===== config.mk =====
export PLATFORM = sky130hd
export DESIGN_NAME = thbc_top
export DESIGN_NICKNAME = d
export VERILOG_FILES = /design/src/thbc_pkg.sv /design/src/thbc_phase_if.sv /design/src/thbc_phase.sv /design/src/thbc_top.sv
export VERILOG_INCLUDE_DIRS = /design/src
export SDC_FILE = /design/constraint.sdc
export NUM_CORES = 1
export LEC_CHECK = 0
export ABC_AREA = 1
export BUFFER_PORTS_ARGS = -buffer_cell sky130_fd_sc_hd__buf_4
export CAP_MARGIN = 40
export CORE_UTILIZATION = 30
export CTS_BUF_LIST = sky130_fd_sc_hd__clkbuf_4 sky130_fd_sc_hd__clkbuf_8
export DETAILED_ROUTE_END_ITERATION = 10
export SLEW_MARGIN = 5
export SYNTH_ARGS = -nofsm -noshare
export SYNTH_HDL_FRONTEND = slang
export SYNTH_SLANG_ARGS = --single-unit

===== constraint.sdc =====
create_clock -name clk_in -period 12.2 [get_ports clk_in]
set_input_delay 1.22 -clock clk_in [delete_from_list [all_inputs] [get_ports clk_in]]
set_output_delay 1.22 -clock clk_in [all_outputs]
set_load 0.05 [all_outputs]

===== src/thbc_params.svh =====
// Constants for the three-phase half-bridge control logic
`ifndef THBC_PARAMS_SVH
`define THBC_PARAMS_SVH
`define THBC_NUM_PHASES 3
`define THBC_DEAD_CYCLES 3
`define THBC_OSC_FREQ_KHZ 9000
`define THBC_OSC_TOL_PCT 30
`define THBC_OC_FILTER_NS 1000
`define THBC_OC_FILTER_CYC ((`THBC_OC_FILTER_NS * 250 + 999) / 1000)
`define THBC_RESTART_US 9900000
`define THBC_RESTART_CYC (64'(`THBC_RESTART_US) * 64'h00000000000000fa)
`endif


===== src/thbc_pkg.sv =====
// Types for the three-phase half-bridge control logic
package thbc_pkg;
  typedef enum logic [1:0] {THBC_OUT_Z, THBC_OUT_LOW, THBC_OUT_HIGH}
    thbc_drive_t;
  typedef enum logic [1:0] {THBC_RUN, THBC_TRIP, THBC_WAIT} thbc_oc_state_t;
endpackage


===== src/thbc_phase_if.sv =====
// Signals between the top and one phase channel
`timescale 1ns/10ps
interface thbc_phase_if;
  logic high_ctrl;
  logic low_ctrl;
  logic block;
  logic drive_high;
  logic drive_en;
  modport top (output high_ctrl, low_ctrl, block,
    input drive_high, drive_en);
  modport chan (input high_ctrl, low_ctrl, block,
    output drive_high, drive_en);
endinterface


===== src/thbc_phase.sv =====
// One phase channel: decode and dead-time delay
`timescale 1ns/10ps
`include "thbc_params.svh"
module thbc_phase
  import thbc_pkg::*;
#(
  parameter int DEAD_CYCLES = `THBC_DEAD_CYCLES
)(
  input wire logic clk_in,
  input wire logic rst_in,
  thbc_phase_if.chan ph
);
  if (DEAD_CYCLES < 1 || DEAD_CYCLES > 15)
    $error("thbc_phase: DEAD_CYCLES out of range");
  thbc_drive_t target;
  thbc_drive_t out_q, out_d;
  thbc_drive_t pend_q, pend_d;
  logic [3:0] cnt_q, cnt_d;
  logic rise;
  logic hi_q, lo_q;
  always_comb
  begin
    // Decode of the two control inputs
    if (ph.high_ctrl && !ph.low_ctrl)
      target = THBC_OUT_HIGH;
    else if (!ph.high_ctrl && ph.low_ctrl)
      target = THBC_OUT_LOW;
    else
      target = THBC_OUT_Z;
  end
  assign rise = (ph.high_ctrl && !hi_q) || (ph.low_ctrl && !lo_q);
  always_comb
  begin
    out_d = out_q;
    pend_d = pend_q;
    cnt_d = cnt_q;
    if (ph.block)
    begin
      out_d = THBC_OUT_Z;
      pend_d = THBC_OUT_Z;
      cnt_d = 4'h0;
    end
    else if (rise)
    begin
      out_d = THBC_OUT_Z;
      pend_d = target;
      cnt_d = 4'(DEAD_CYCLES - 1);
    end
    else if (cnt_q != 4'h0)
    begin
      pend_d = target;
      cnt_d = cnt_q - 4'h1;
    end
    else if (target != pend_q && target != THBC_OUT_Z)
    begin
      pend_d = target;
      out_d = target;
    end
    else
    begin
      pend_d = target;
      out_d = target;
    end
  end
  always_ff @(posedge clk_in or posedge rst_in)
  begin
    if (rst_in)
    begin
      out_q <= THBC_OUT_Z;
      pend_q <= THBC_OUT_Z;
      cnt_q <= 4'h0;
      hi_q <= 1'b0;
      lo_q <= 1'b0;
    end
    else
    begin
      out_q <= out_d;
      pend_q <= pend_d;
      cnt_q <= cnt_d;
      hi_q <= ph.high_ctrl;
      lo_q <= ph.low_ctrl;
    end
  end
  assign ph.drive_high = (out_q == THBC_OUT_HIGH);
  assign ph.drive_en = (out_q != THBC_OUT_Z);
endmodule


===== src/thbc_top.sv =====
// Three-phase half-bridge control: decode, dead time and protection
`timescale 1ns/10ps
`include "thbc_params.svh"
module thbc_top
  import thbc_pkg::*;
#(
  parameter int NUM_PHASES = `THBC_NUM_PHASES,
  parameter int DEAD_CYCLES = `THBC_DEAD_CYCLES,
  parameter int OC_FILTER_CYC = `THBC_OC_FILTER_CYC,
  parameter longint RESTART_CYC = `THBC_RESTART_CYC
)(
  input wire logic clk_in,
  input wire logic rst_in,
  input wire logic [2:0] high_side_ctrl_in,
  input wire logic [2:0] low_side_ctrl_in,
  input wire logic thermal_shutdown_in,
  input wire logic motor_supply_lockout_in,
  input wire logic regulator_lockout_in,
  input wire logic [2:0] high_side_overcurrent_in,
  input wire logic [2:0] low_side_overcurrent_in,
  output logic [2:0] phase_drive_high_out,
  output logic [2:0] phase_drive_en_out,
  output logic overcurrent_flag_pin_out,
  output logic overcurrent_flag_pin_oe_out,
  output logic thermal_flag_pin_out,
  output logic thermal_flag_pin_oe_out
);
  ////////////////////////////////////////////////////////////////////////
  // Elaboration checks
  if (NUM_PHASES != 3)
    $error("thbc_top: NUM_PHASES must be 3");
  if (OC_FILTER_CYC < 1 || OC_FILTER_CYC > 65535)
    $error("thbc_top: OC_FILTER_CYC out of range");
  if (RESTART_CYC < 1 || RESTART_CYC > 64'h0000_ffff_ffff)
    $error("thbc_top: RESTART_CYC out of range");
  ////////////////////////////////////////////////////////////////////////
  // Input synchronisers
  // Pins pass two flops before any logic
  logic [13:0] sync1_q, sync2_q;
  logic [13:0] sync1_d, sync2_d;
  logic [13:0] raw;
  assign raw = {high_side_ctrl_in, low_side_ctrl_in,
    high_side_overcurrent_in, low_side_overcurrent_in,
    thermal_shutdown_in, motor_supply_lockout_in};
  logic reg_s1_q, reg_s2_q;
  logic reg_s1_d, reg_s2_d;
  // Regulator path starts locked so outputs stay released
  always_comb
  begin
    sync1_d = raw;
    sync2_d = sync1_q;
    reg_s1_d = regulator_lockout_in;
    reg_s2_d = reg_s1_q;
  end
  always_ff @(posedge clk_in or posedge rst_in)
  begin
    if (rst_in)
    begin
      sync1_q <= 14'h0000;
      sync2_q <= 14'h0000;
      reg_s1_q <= 1'b1;
      reg_s2_q <= 1'b1;
    end
    else
    begin
      sync1_q <= sync1_d;
      sync2_q <= sync2_d;
      reg_s1_q <= reg_s1_d;
      reg_s2_q <= reg_s2_d;
    end
  end
  logic [2:0] hi_s, lo_s, oc_hi_s, oc_lo_s;
  logic hot_s, motor_low_s;
  assign hi_s = sync2_q[13:11];
  assign lo_s = sync2_q[10:8];
  assign oc_hi_s = sync2_q[7:5];
  assign oc_lo_s = sync2_q[4:2];
  assign hot_s = sync2_q[1];
  assign motor_low_s = sync2_q[0];
  ////////////////////////////////////////////////////////////////////////
  // Overcurrent filter and restart timer
  logic [5:0] oc_det;
  assign oc_det = {oc_hi_s, oc_lo_s};
  logic [5:0][15:0] filt_q, filt_d;
  logic [5:0] filt_hit;
  // Six filters, one per transistor detector
  genvar gi;
  generate
    for (gi = 0; gi < 6; gi++)
    begin : g_filt
      always_comb
      begin
        if (!oc_det[gi])
          filt_d[gi] = 16'h0000;
        else if (filt_q[gi] != 16'(OC_FILTER_CYC))
          filt_d[gi] = filt_q[gi] + 16'h0001;
        else
          filt_d[gi] = filt_q[gi];
      end
      assign filt_hit[gi] = (filt_q[gi] == 16'(OC_FILTER_CYC));
    end
  endgenerate
  // Restart term counted in timebase cycles
  thbc_oc_state_t oc_q, oc_d;
  logic [39:0] rst_cnt_q, rst_cnt_d;
  always_comb
  begin
    oc_d = oc_q;
    rst_cnt_d = rst_cnt_q;
    case (oc_q)
      THBC_RUN:
      begin
        if (|filt_hit)
        begin
          oc_d = THBC_TRIP;
          rst_cnt_d = 40'(RESTART_CYC - 1);
        end
      end
      THBC_TRIP:
      begin
        if (rst_cnt_q == 40'h0)
          oc_d = THBC_WAIT;
        else
          rst_cnt_d = rst_cnt_q - 40'h1;
      end
      THBC_WAIT:
        oc_d = THBC_RUN;
      default:
        oc_d = THBC_RUN;
    endcase
  end
  always_ff @(posedge clk_in or posedge rst_in)
  begin
    if (rst_in)
    begin
      oc_q <= THBC_RUN;
      rst_cnt_q <= 40'h0;
    end
    else
    begin
      oc_q <= oc_d;
      rst_cnt_q <= rst_cnt_d;
    end
  end
  always_ff @(posedge clk_in or posedge rst_in)
  begin
    if (rst_in)
      filt_q <= '0;
    else
      filt_q <= filt_d;
  end
  logic oc_active;
  assign oc_active = (oc_q != THBC_RUN);
  ////////////////////////////////////////////////////////////////////////
  // Protection combine and flags
  logic block;
  assign block = oc_active || hot_s || motor_low_s || reg_s2_q;
  // Lockout release needs no command from the controller
  ////////////////////////////////////////////////////////////////////////
  // Open-drain flags, pulled low while over-temperature lasts or the overcurrent trip and restart term last
  logic oc_flag_q, hot_flag_q;
  logic oc_flag_d, hot_flag_d;
  always_comb
  begin
    oc_flag_d = oc_active;
    hot_flag_d = hot_s;
  end
  always_ff @(posedge clk_in or posedge rst_in)
  begin
    if (rst_in)
    begin
      oc_flag_q <= 1'b0;
      hot_flag_q <= 1'b0;
    end
    else
    begin
      oc_flag_q <= oc_flag_d;
      hot_flag_q <= hot_flag_d;
    end
  end
  assign overcurrent_flag_pin_out = 1'b0;
  assign overcurrent_flag_pin_oe_out = oc_flag_q;
  assign thermal_flag_pin_out = 1'b0;
  assign thermal_flag_pin_oe_out = hot_flag_q;
  ////////////////////////////////////////////////////////////////////////
  // Phase channels on the internal timebase
  // Release after protection skips the dead-time delay
  generate
    for (gi = 0; gi < 3; gi++)
    begin : g_phase
      thbc_phase_if ph_if ();
      assign ph_if.high_ctrl = hi_s[gi];
      assign ph_if.low_ctrl = lo_s[gi];
      assign ph_if.block = block;
      thbc_phase #(.DEAD_CYCLES(DEAD_CYCLES)) u_phase (
        .clk_in(clk_in),
        .rst_in(rst_in),
        .ph(ph_if.chan)
      );
      assign phase_drive_high_out[gi] = ph_if.drive_high;
      assign phase_drive_en_out[gi] = ph_if.drive_en;
    end
  endgenerate
endmodule


* Word-level counts from Yosys, hierarchy flattened
Index checks and enable logic that the tools add are counted.
** Cells by class
- Add/subtract/negate cells :: 10
- Mux-type cells :: 42
- Equal/unequal tests :: 28
- Reduce and logical (&&, ||, !) cells :: 46
** Operators with widths (count)
- 2-to-1 mux 16 bit :: 12
- adder 16 x 1 -> 16 bit (second input constant) :: 6
- == test 16 x 8 -> 1 bit (second input constant) :: 6
- inequality test 16 x 8 -> 1 bit (second input constant) :: 6
- 2-to-1 mux 40 bit :: 2
- one-hot mux 40 bit (2 select lines) :: 1
- logical NOT 40 bit :: 1
- subtractor 40 x 1 -> 40 bit (second input constant) :: 1
- 2-to-1 mux 4 bit :: 9
- 2-to-1 mux 2 bit :: 14
- logical AND 1 bit :: 12
- logical NOT 1 bit :: 12
- inequality test 2 x 1 -> 1 bit (second input constant) :: 6
- nonzero test 4 bit :: 3
- subtractor 4 x 1 -> 4 bit (second input constant) :: 3
- nonzero test 2 bit :: 5
- inequality test 3 x 2 -> 1 bit (second input constant) :: 3
- nonzero test 3 bit :: 3
- == test 2 bit (second input constant) :: 3
- logical OR 1 bit :: 6
- inequality test 2 bit (second input constant) :: 3
- OR reduction 6 bit :: 1
- one-hot mux 2 bit (2 select lines) :: 1
- 2-to-1 mux 1 bit :: 3
- 4 further kinds :: 4
** Storage, ports and cells
- Bits of input ports :: 17
- Output and inout bits :: 10
- Word-level logic and storage cells :: 152
- Register bits after elaboration :: 194

* Depth between registers and ports, before layout
Gate-level depths: netlist of the first run.
- Depth after elaboration :: 7
- Mapped depth :: 13
- Depth with buffers taken out :: 13

* Modules after synthesis
A second synthesis of the first run with hierarchy kept.
** Second synthesis, totals
- Cells, all modules :: 1337
- Area, all modules :: 10339.9 µm²
** Modules (own cells, without submodules)
- thbc_top :: seq. area each 4256.6 µm², cells each 1184, instances 1, area each 9059.9 µm²
- thbc_phase :: seq. area each 200.2 µm², cells each 51, instances 3, area each 426.7 µm²

* Worst setup path before layout of the first run
No wires, ideal clock.
- Path type :: register to output
- Start point :: register g_phase[0].u_phase.out_q[1]
- End point :: output phase_drive_en_out[0]
- Data required time :: 10980 ps
- Stages on the path, launching flop included :: 3
- Path slack :: 10166 ps
- Buffers on the path :: 1
- Arrival time :: 814 ps
- Path through :: dfrtp_1 > or2_2 > buf_4
** On the way
- Word-level cells in the longest chain between the ends :: 1
** RTL lines
- from (decl) :: line thbc_phase.sv:16 : thbc_drive_t out_q, out_d;
- from (signal assigned) :: line thbc_phase.sv:77 : out_q <= out_d;
- nonzero test 2 bit :: line thbc_phase.sv:85 : assign ph.drive_en = (out_q != THBC_OUT_Z);
- to (decl) :: line thbc_top.sv:22 : output logic [2:0] phase_drive_en_out,
Every way passes these cells.

* Worst setup path in the final report of the first run
Ends and elaborated chain as after synthesis.

==> summary.md, run 1 <==
| Metric | Value |
|---|---|
| CP startpoint kind | `register` |
| Final net count | `1362` |
| Detailed Place HPWL | `14680 um` |
| CTS H-Tree Depth | `4` |
| Synth top area share | `0.4776` |
| Fin Clk Skew | `around 0.019 ns` |
| Most numerous cell in the Yosys netlist | `nand2_1` |
| Crit end category | `output port` |
| Synth top cells by count | `nand2_1 (283), nor2_1 (216), dfrtp_1 (192)` |
| Fmax | `389.1 MHz` |
| Vias/cell | `4.582` |
| Vias in the first global route | `a little under 8000` |
| Pre-CTS WS | `approximately 9.5 ns` |
| Final wirelength | `20720 um` |
| Initial DRT Pass Iterations | `5` |
| Yosys warns | `0` |
| Fin util | `0.3383` |
| Asr flop ratio synth | `1.000` |
| # diodes | `0` |
| Final Power | `1.138 mW` |
| Final period util | `0.2106` |
| Max VDD drop | `0.04496 mV` |
| Post-synth EDFFs | `0` |
| Post-synthesis cell area | `10060 um^2` |
| Register area share after synthesis | `0.4828` |
| Setup tns final | `0 ns` |
| CP Class | `reg -> out` |
| Tmin final | `2.570 ns` |
| HP Class | `reg -> reg` |
| Pwr dens | `just over 100 nW/um^2` |
| Syn Inst Count | `1300` |
| Slew Viols, Final | `0` |
| Iter 0 DRT Violations | `520` |
| Main area contributors after synthesis | `dfrtp_1 (48%), nand2_1 (11%), nor2_1 (8.1%)` |
| DRC Markers | `0` |
| Max cap viols | `0` |
| WL per Instance | `11.64 um` |
| Pin count of the biggest net entering global routing | `114` |
| GPL Wtd Cong | `0.8883` |
| Post_cts resized | `0` |
| CTS Buffer Depth | `2` |
| Die X | `185.1 um` |
| Internal Power | `between 0.8 and 0.9 mW` |
| CP arrival | `1.35 ns` |
| Count of buffers from port buffering | `24` |
| First-pass GRT wire length | `between 30000 and 40000 um` |
| Final hold vios | `0` |
| Status | `complete, no violations` |
| Worst slew pin tran | `~0.77 ns` |
| Clock Sinks | `194` |
| Req. time, crit path | `10.98 ns` |
| TritonCTS clock tree | `built` |
| Routed Antenna Nets | `0` |
| Dominant synthesized flop cell | `dfrtp_1` |
| CTS root buffer | `clkbuf_8` |
| Max transition margin | `0.4873` |
| Final Worst Setup Slack | `9.630 ns` |
| Setup Buffers After CTS | `0` |
| Flop pwr share | `0.585` |
| Gate power share | `0.041` |
| Dpl cells | `1748` |
| Die span in y | `roughly 190 um` |
| Core Footprint | `32780 um^2` |
| Final Setup Violations | `0` |
| GR Util All Layers | `0.1308` |
| Crit Path Max Fanout | `2` |
| Syn Area/Cell | `7.739 um^2` |
| IO Pins | `27` |
| P&R area growth vs syn | `10.25%` |
| Die area | `around 34000 um^2` |
| Initial Util | `0.3069` |
| Library cells used by synthesis | `41` |
| Share of cells above drive strength 1 | `0.07928` |
| Row count | `66` |
| RSZ-0062 raised after global routing | `false` |
| Initial antenna violation count | `0` |
| Reg clk slew, reported paths | `between 0.1 and 0.15 ns` |
| Routed vias | `8151` |
| Synthesis-stage register bit count | `194` |
| Synth area leader | `dfrtp_1` |
| Clk_lat worst skew | `0.49 ns` |
| Clock power share | `0.374` |
| Gr ovfl total | `0` |
| Leakage Power | `5.530 nW` |
| NetSw | `0.2749 mW` |
| Final std cells w/o fill | `~1800` |
| Hold-fix buffers at CTS | `0` |
| Total CTS buffers | `17` |
| Sw frac | `0.2416` |
-- cells in the final DEF, fill, tap and decap left out, types with 3 or more instances in the layout --
| cell | netlist | final |
|---|---|---|
| nor3b_1 | 4 | 4 |
| a31oi_1 | 4 | 4 |
| inv_6 | 0 | 3 |
| inv_1 | 174 | 173 |
| xnor2_1 | 6 | 6 |
| ha_1 | 20 | 20 |
| nor2_1 | 216 | 216 |
| o32ai_1 | 3 | 3 |
| nor4_1 | 4 | 4 |
| nor2_2 | 11 | 11 |
| nand4_1 | 24 | 24 |
| nor3_1 | 42 | 42 |
| nand2_1 | 283 | 283 |
| o21ai_0 | 62 | 62 |
| or2_2 | 4 | 4 |
| buf_4 | 9 | 25 |
| nor3_2 | 6 | 6 |
| clkinv_4 | 0 | 3 |
| clkbuf_8 | 0 | 18 |
| a21oi_1 | 67 | 67 |
| dfrtp_1 | 192 | 192 |
| xor2_1 | 7 | 7 |
| o21ai_1 | 3 | 3 |
| o21a_1 | 3 | 3 |
| nand2_2 | 7 | 7 |
| nand3_2 | 7 | 7 |
| inv_2 | 5 | 5 |
| nand3_1 | 86 | 86 |
| nand3b_1 | 9 | 9 |
| a211oi_1 | 6 | 6 |
| o22ai_1 | 4 | 4 |
| nor2_4 | 4 | 4 |
-- worst paths after layout --
kind / from / endpoint / slack (ns) / cells past startpoint
setup reg to reg: rst_cnt_q[0] / rst_cnt_q[19] / 10.09 / 12
hold reg to reg: sync1_q[2] / sync2_q[2] / 0.35 / 0
min in group asynchronous: rst_in / g_phase[0].u_phase.out_q[1] / 0.87 / 2
setup / recovery: g_phase[0].u_phase.out_q[1] / phase_drive_en_out[0] / 9.63 / 2
hold / removal: sync1_q[2] / sync2_q[2] / 0.35 / 0
max in group asynchronous: rst_in / filt_q[95] / 10.08 / 4
-- power groups by stage --
stage	clock network, mW	logic, mW	registers (mW)
6_report	0.426	0.0466	0.666
5_1_grt	0.469	0.0554	0.668
4_1_cts	0.446	0.0485	0.666
3_5_place_dp	0	0.0482	0.678
3_3_place_gp	0	0.0461	0.678
2_1_floorplan	0	0.0355	0.674
-- state kept, by name, indices dropped and copies added, names as in the netlist --
| name | cells |
|---|---|
| g_phase.u_phase.out_q | 6 |
| rst_cnt_q | 40 |
| sync1_q | 14 |
| oc_q | 2 |
| g_phase.u_phase.hi_q | 3 |
| thermal_flag_pin_oe_out | 1 |
| g_phase.u_phase.cnt_q | 12 |
| reg_s2_q | 1 |
| overcurrent_flag_pin_oe_out | 1 |
| filt_q | 96 |
| sync2_q | 14 |
| g_phase.u_phase.lo_q | 3 |
| reg_s1_q | 1 |
-- worst max-delay path: stages, from the launching register on --
cell	delay, ns
dfrtp_1	0.39
or2_2	0.29
buf_4	0.19
-- cell families after synthesis --
kind of cell | count (synthesis) | synth area share
flip-flops | 194 | 0.4828
adder cells (fa/ha/maj) | 20 | 0.02487
buffers and inverters | 201 | 0.08357
XOR/XNOR | 13 | 0.01132
other | 1 | 0.0003727
AND/OR/NAND/NOR | 714 | 0.3129
AO/OA/AOI/OAI | 157 | 0.08419
-- layer usage --
metal	routed length [um]	vias up	global-route usage
li1	-	4205	-
met1	10120	3813	0.1694
met2	9742	117	0.2173
met3	570	16	0.02517
met4	286	0	0.04463
met5	0	-	0
-- through the flow --
stage,instance area (um^2),hold WS [ns]
global route,11090,0.3657
global placement,10640,0.3327
floorplan,10060,0.3312
detailed placement,10700,0.3364
finish,11090,0.3549
CTS,11090,0.3585
-- cell type report --
type | instances | area [um^2]
fill | 3392 | 21690
sequential | 194 | 4857
multi-input combinational | 906 | 4367
inverter | 179 | 679.4
tap | 442 | 553.0
clock buffer | 20 | 262.8
timing repair buffer | 27 | 242.7
clock inverter | 11 | 130.1
Note: power is estimated with default switching activity, not from simulation.
==> inputs of run 2 (changes only) <==
- clock period: 12.2 -> 2.7 ns (I/O delays scaled with it)
==> run 2 against run 1 <==
Routed wire length up 0.21%. Flip-flop and latch count unchanged. Sequential power rose to 4.5 times the previous value. Largest cell class unchanged. Highest routed layer unchanged.
==> summary.md, run 2 (synthesis gave the netlist of run 1 again) <==
| Metric | Value |
|---|---|
| Initial DRT Pass Iterations | `7` |
| P&R area growth vs syn | `12.60%` |
| Vias/cell | `4.543` |
| Pre-CTS WS | `0.5548 ns` |
| Die span in y | `185.1 um` |
| HP Class | `reg -> reg` |
| CP arrival | `roughly 2.5 ns` |
| Leading cell types in the layout, fill and taps excluded | `nand2_1 (283), nor2_1 (216), dfrtp_1 (192)` |
| Req. time, crit path | `~3.1 ns` |
| # diodes | `0` |
| CP Class | `reg -> reg` |
| Largest register FFs | `96` |
| Max VDD drop | `0.2444 mV` |
| First-pass GRT wire length | `36480 um` |
| DRC Markers | `0` |
| Register Area | `4857 um^2` |
| CP endpoint | `rst_cnt_q[19]` |
| Clock Sinks | `slightly below 200` |
| R2R Setup Slk | `0.58 ns` |
| Most common cell after layout, fill and taps aside | `nand2_1` |
| RSZ-0062 raised after global routing | `false` |
| Post_cts resized | `0` |
| CP startpoint kind | `register` |
| CTS H-Tree Depth | `4` |
| Initial antenna violation count | `0` |
| Count of buffers from port buffering | `24` |
| Detailed Place HPWL | `around 15000 um` |
| Pwr dens | `451.2 nW/um^2` |
| Share of cells above drive strength 1 | `0.08309` |
| Core Footprint | `32780 um^2` |
| Largest Register | `filt_q` |
| Row count | `66` |
| Largest regs | `filt_q: 96 flops, rst_cnt_q: 40 flops` |
| Final Worst Setup Slack | `0.5771 ns` |
| Tmin final | `around 2.1 ns` |
| Reg2reg end | `rst_cnt_q[19]` |
| IO Pins | `27` |
| Clk_lat worst skew | `0.47 ns` |
| Final Power | `5.112 mW` |
| Routed vias | `roughly 8200` |
| Fmax | `approximately 470 MHz` |
| Slew Viols, Final | `0` |
| Die X | `roughly 190 um` |
| Final Setup Violations | `0` |
| CTS Buffer Depth | `2` |
| Fin Clk Skew | `0.01303 ns` |
| FF-to-FF path depth | `12` |
| TritonCTS clock tree | `built` |
| Vias in the first global route | `about 8000` |
| Routed Antenna Nets | `0` |
| Filler Cell Count | `3463` |
| Area of the multi-input gates | `~4400 um^2` |
| Crit Path Max Fanout | `32` |
| R2r startpoint | `rst_cnt_q[0]` |
| Final period util | `0.7863` |
| Crit. Startpoint | `rst_cnt_q[0]` |
| Max cap viols | `0` |
| Die area | `34270 um^2` |
| Initial Util | `0.3069` |
| Crit end category | `register` |
| Final wirelength | `between 20000 and 25000 um` |
| Total CTS buffers | `17` |
| Reg clk slew, reported paths | `0.09 ns` |
| GPL Wtd Cong | `0.9081` |
| WL per Instance | `~12 um` |
| CTS root buffer | `clkbuf_8` |
| Status | `complete, no violations` |
| Final hold vios | `0` |
| Pin count of the biggest net entering global routing | `37` |
| Final net count | `1384` |
| Setup tns final | `0 ns` |
| Leakage Power | `5.630 nW` |
| Iter 0 DRT Violations | `between 400 and 500` |
| GR Util All Layers | `0.1304` |
| Gr ovfl total | `0` |
==> run 2: final cells by class <==
class | instances | area share
clock buffers | 22 | 0.02562
clock inverters | 10 | 0.009057
flip-flops and latches | 194 | 0.4288
repair buffers | 49 | 0.04263
inverters | 179 | 0.05964
multi-input cells | 906 | 0.3855
well taps | 442 | 0.04882
==> run 2: worst min-delay path by stage <==
stage,from,end,cells after the start
after global placement,sync1_q[4],sync2_q[4],0
after floorplan,regulator_lockout_in,reg_s1_q,0
after global routing,sync1_q[13],sync2_q[13],0
final,sync1_q[5],sync2_q[5],0
after detailed placement,sync1_q[5],sync2_q[5],0
after CTS,sync1_q[5],sync2_q[5],0
==> run 2: layer usage <==
layer / vias up / part of all wire / global-route usage
li1: 4246 / - / -
met1: 3816 / 0.50 / 0.1741
met2: 105 / 0.46 / 0.2147
met3: 20 / 0.028 / 0.02261
met4: 0 / 0.014 / 0.03934
met5: - / 0 / 0
==> run 2: power breakdown <==
group / internal (mW) / total, mW / switching (mW) / leakage, nW
Combinational: 0.0994 / 0.247 / 0.147 / 2.83
Sequential: 2.96 / 3.01 / 0.0505 / 2.61
Clock: 0.833 / 1.86 / 1.02 / 0.196
==> run 2: worst max-delay path, cell delays in order, from the launching register on <==
cell	delay, ns
dfrtp_1	0.37
inv_1	0.09
ha_1	0.22
nand3_1	0.08
nor2_1	0.05
nand2_2	0.07
nor2_4	0.04
nor2_4	0.38
buf_4	0.41
nand2_1	0.11
nand2_1	0.07
nand2_1	0.04
nor2_1	0.09
==> run 2: repair_timing <==
item,CTS,global route
setup endpoints to repair,0,0
buffers inserted,0,0
hold buffers,16,0
hold endpoints to repair,74,0
==> run 2: through the flow <==
stage	area (um^2)	utilization	hold slack (ns)	std cells
5_1_grt	11330	0.3455	0.3692	1802
6_report	11330	0.3455	0.3547	1802
3_3_place_gp	10760	0.3281	0.3319	1753
4_1_cts	11330	0.3455	0.3561	1802
2_1_floorplan	10070	-	0.2745	1301
3_5_place_dp	10780	0.3287	0.3347	1754
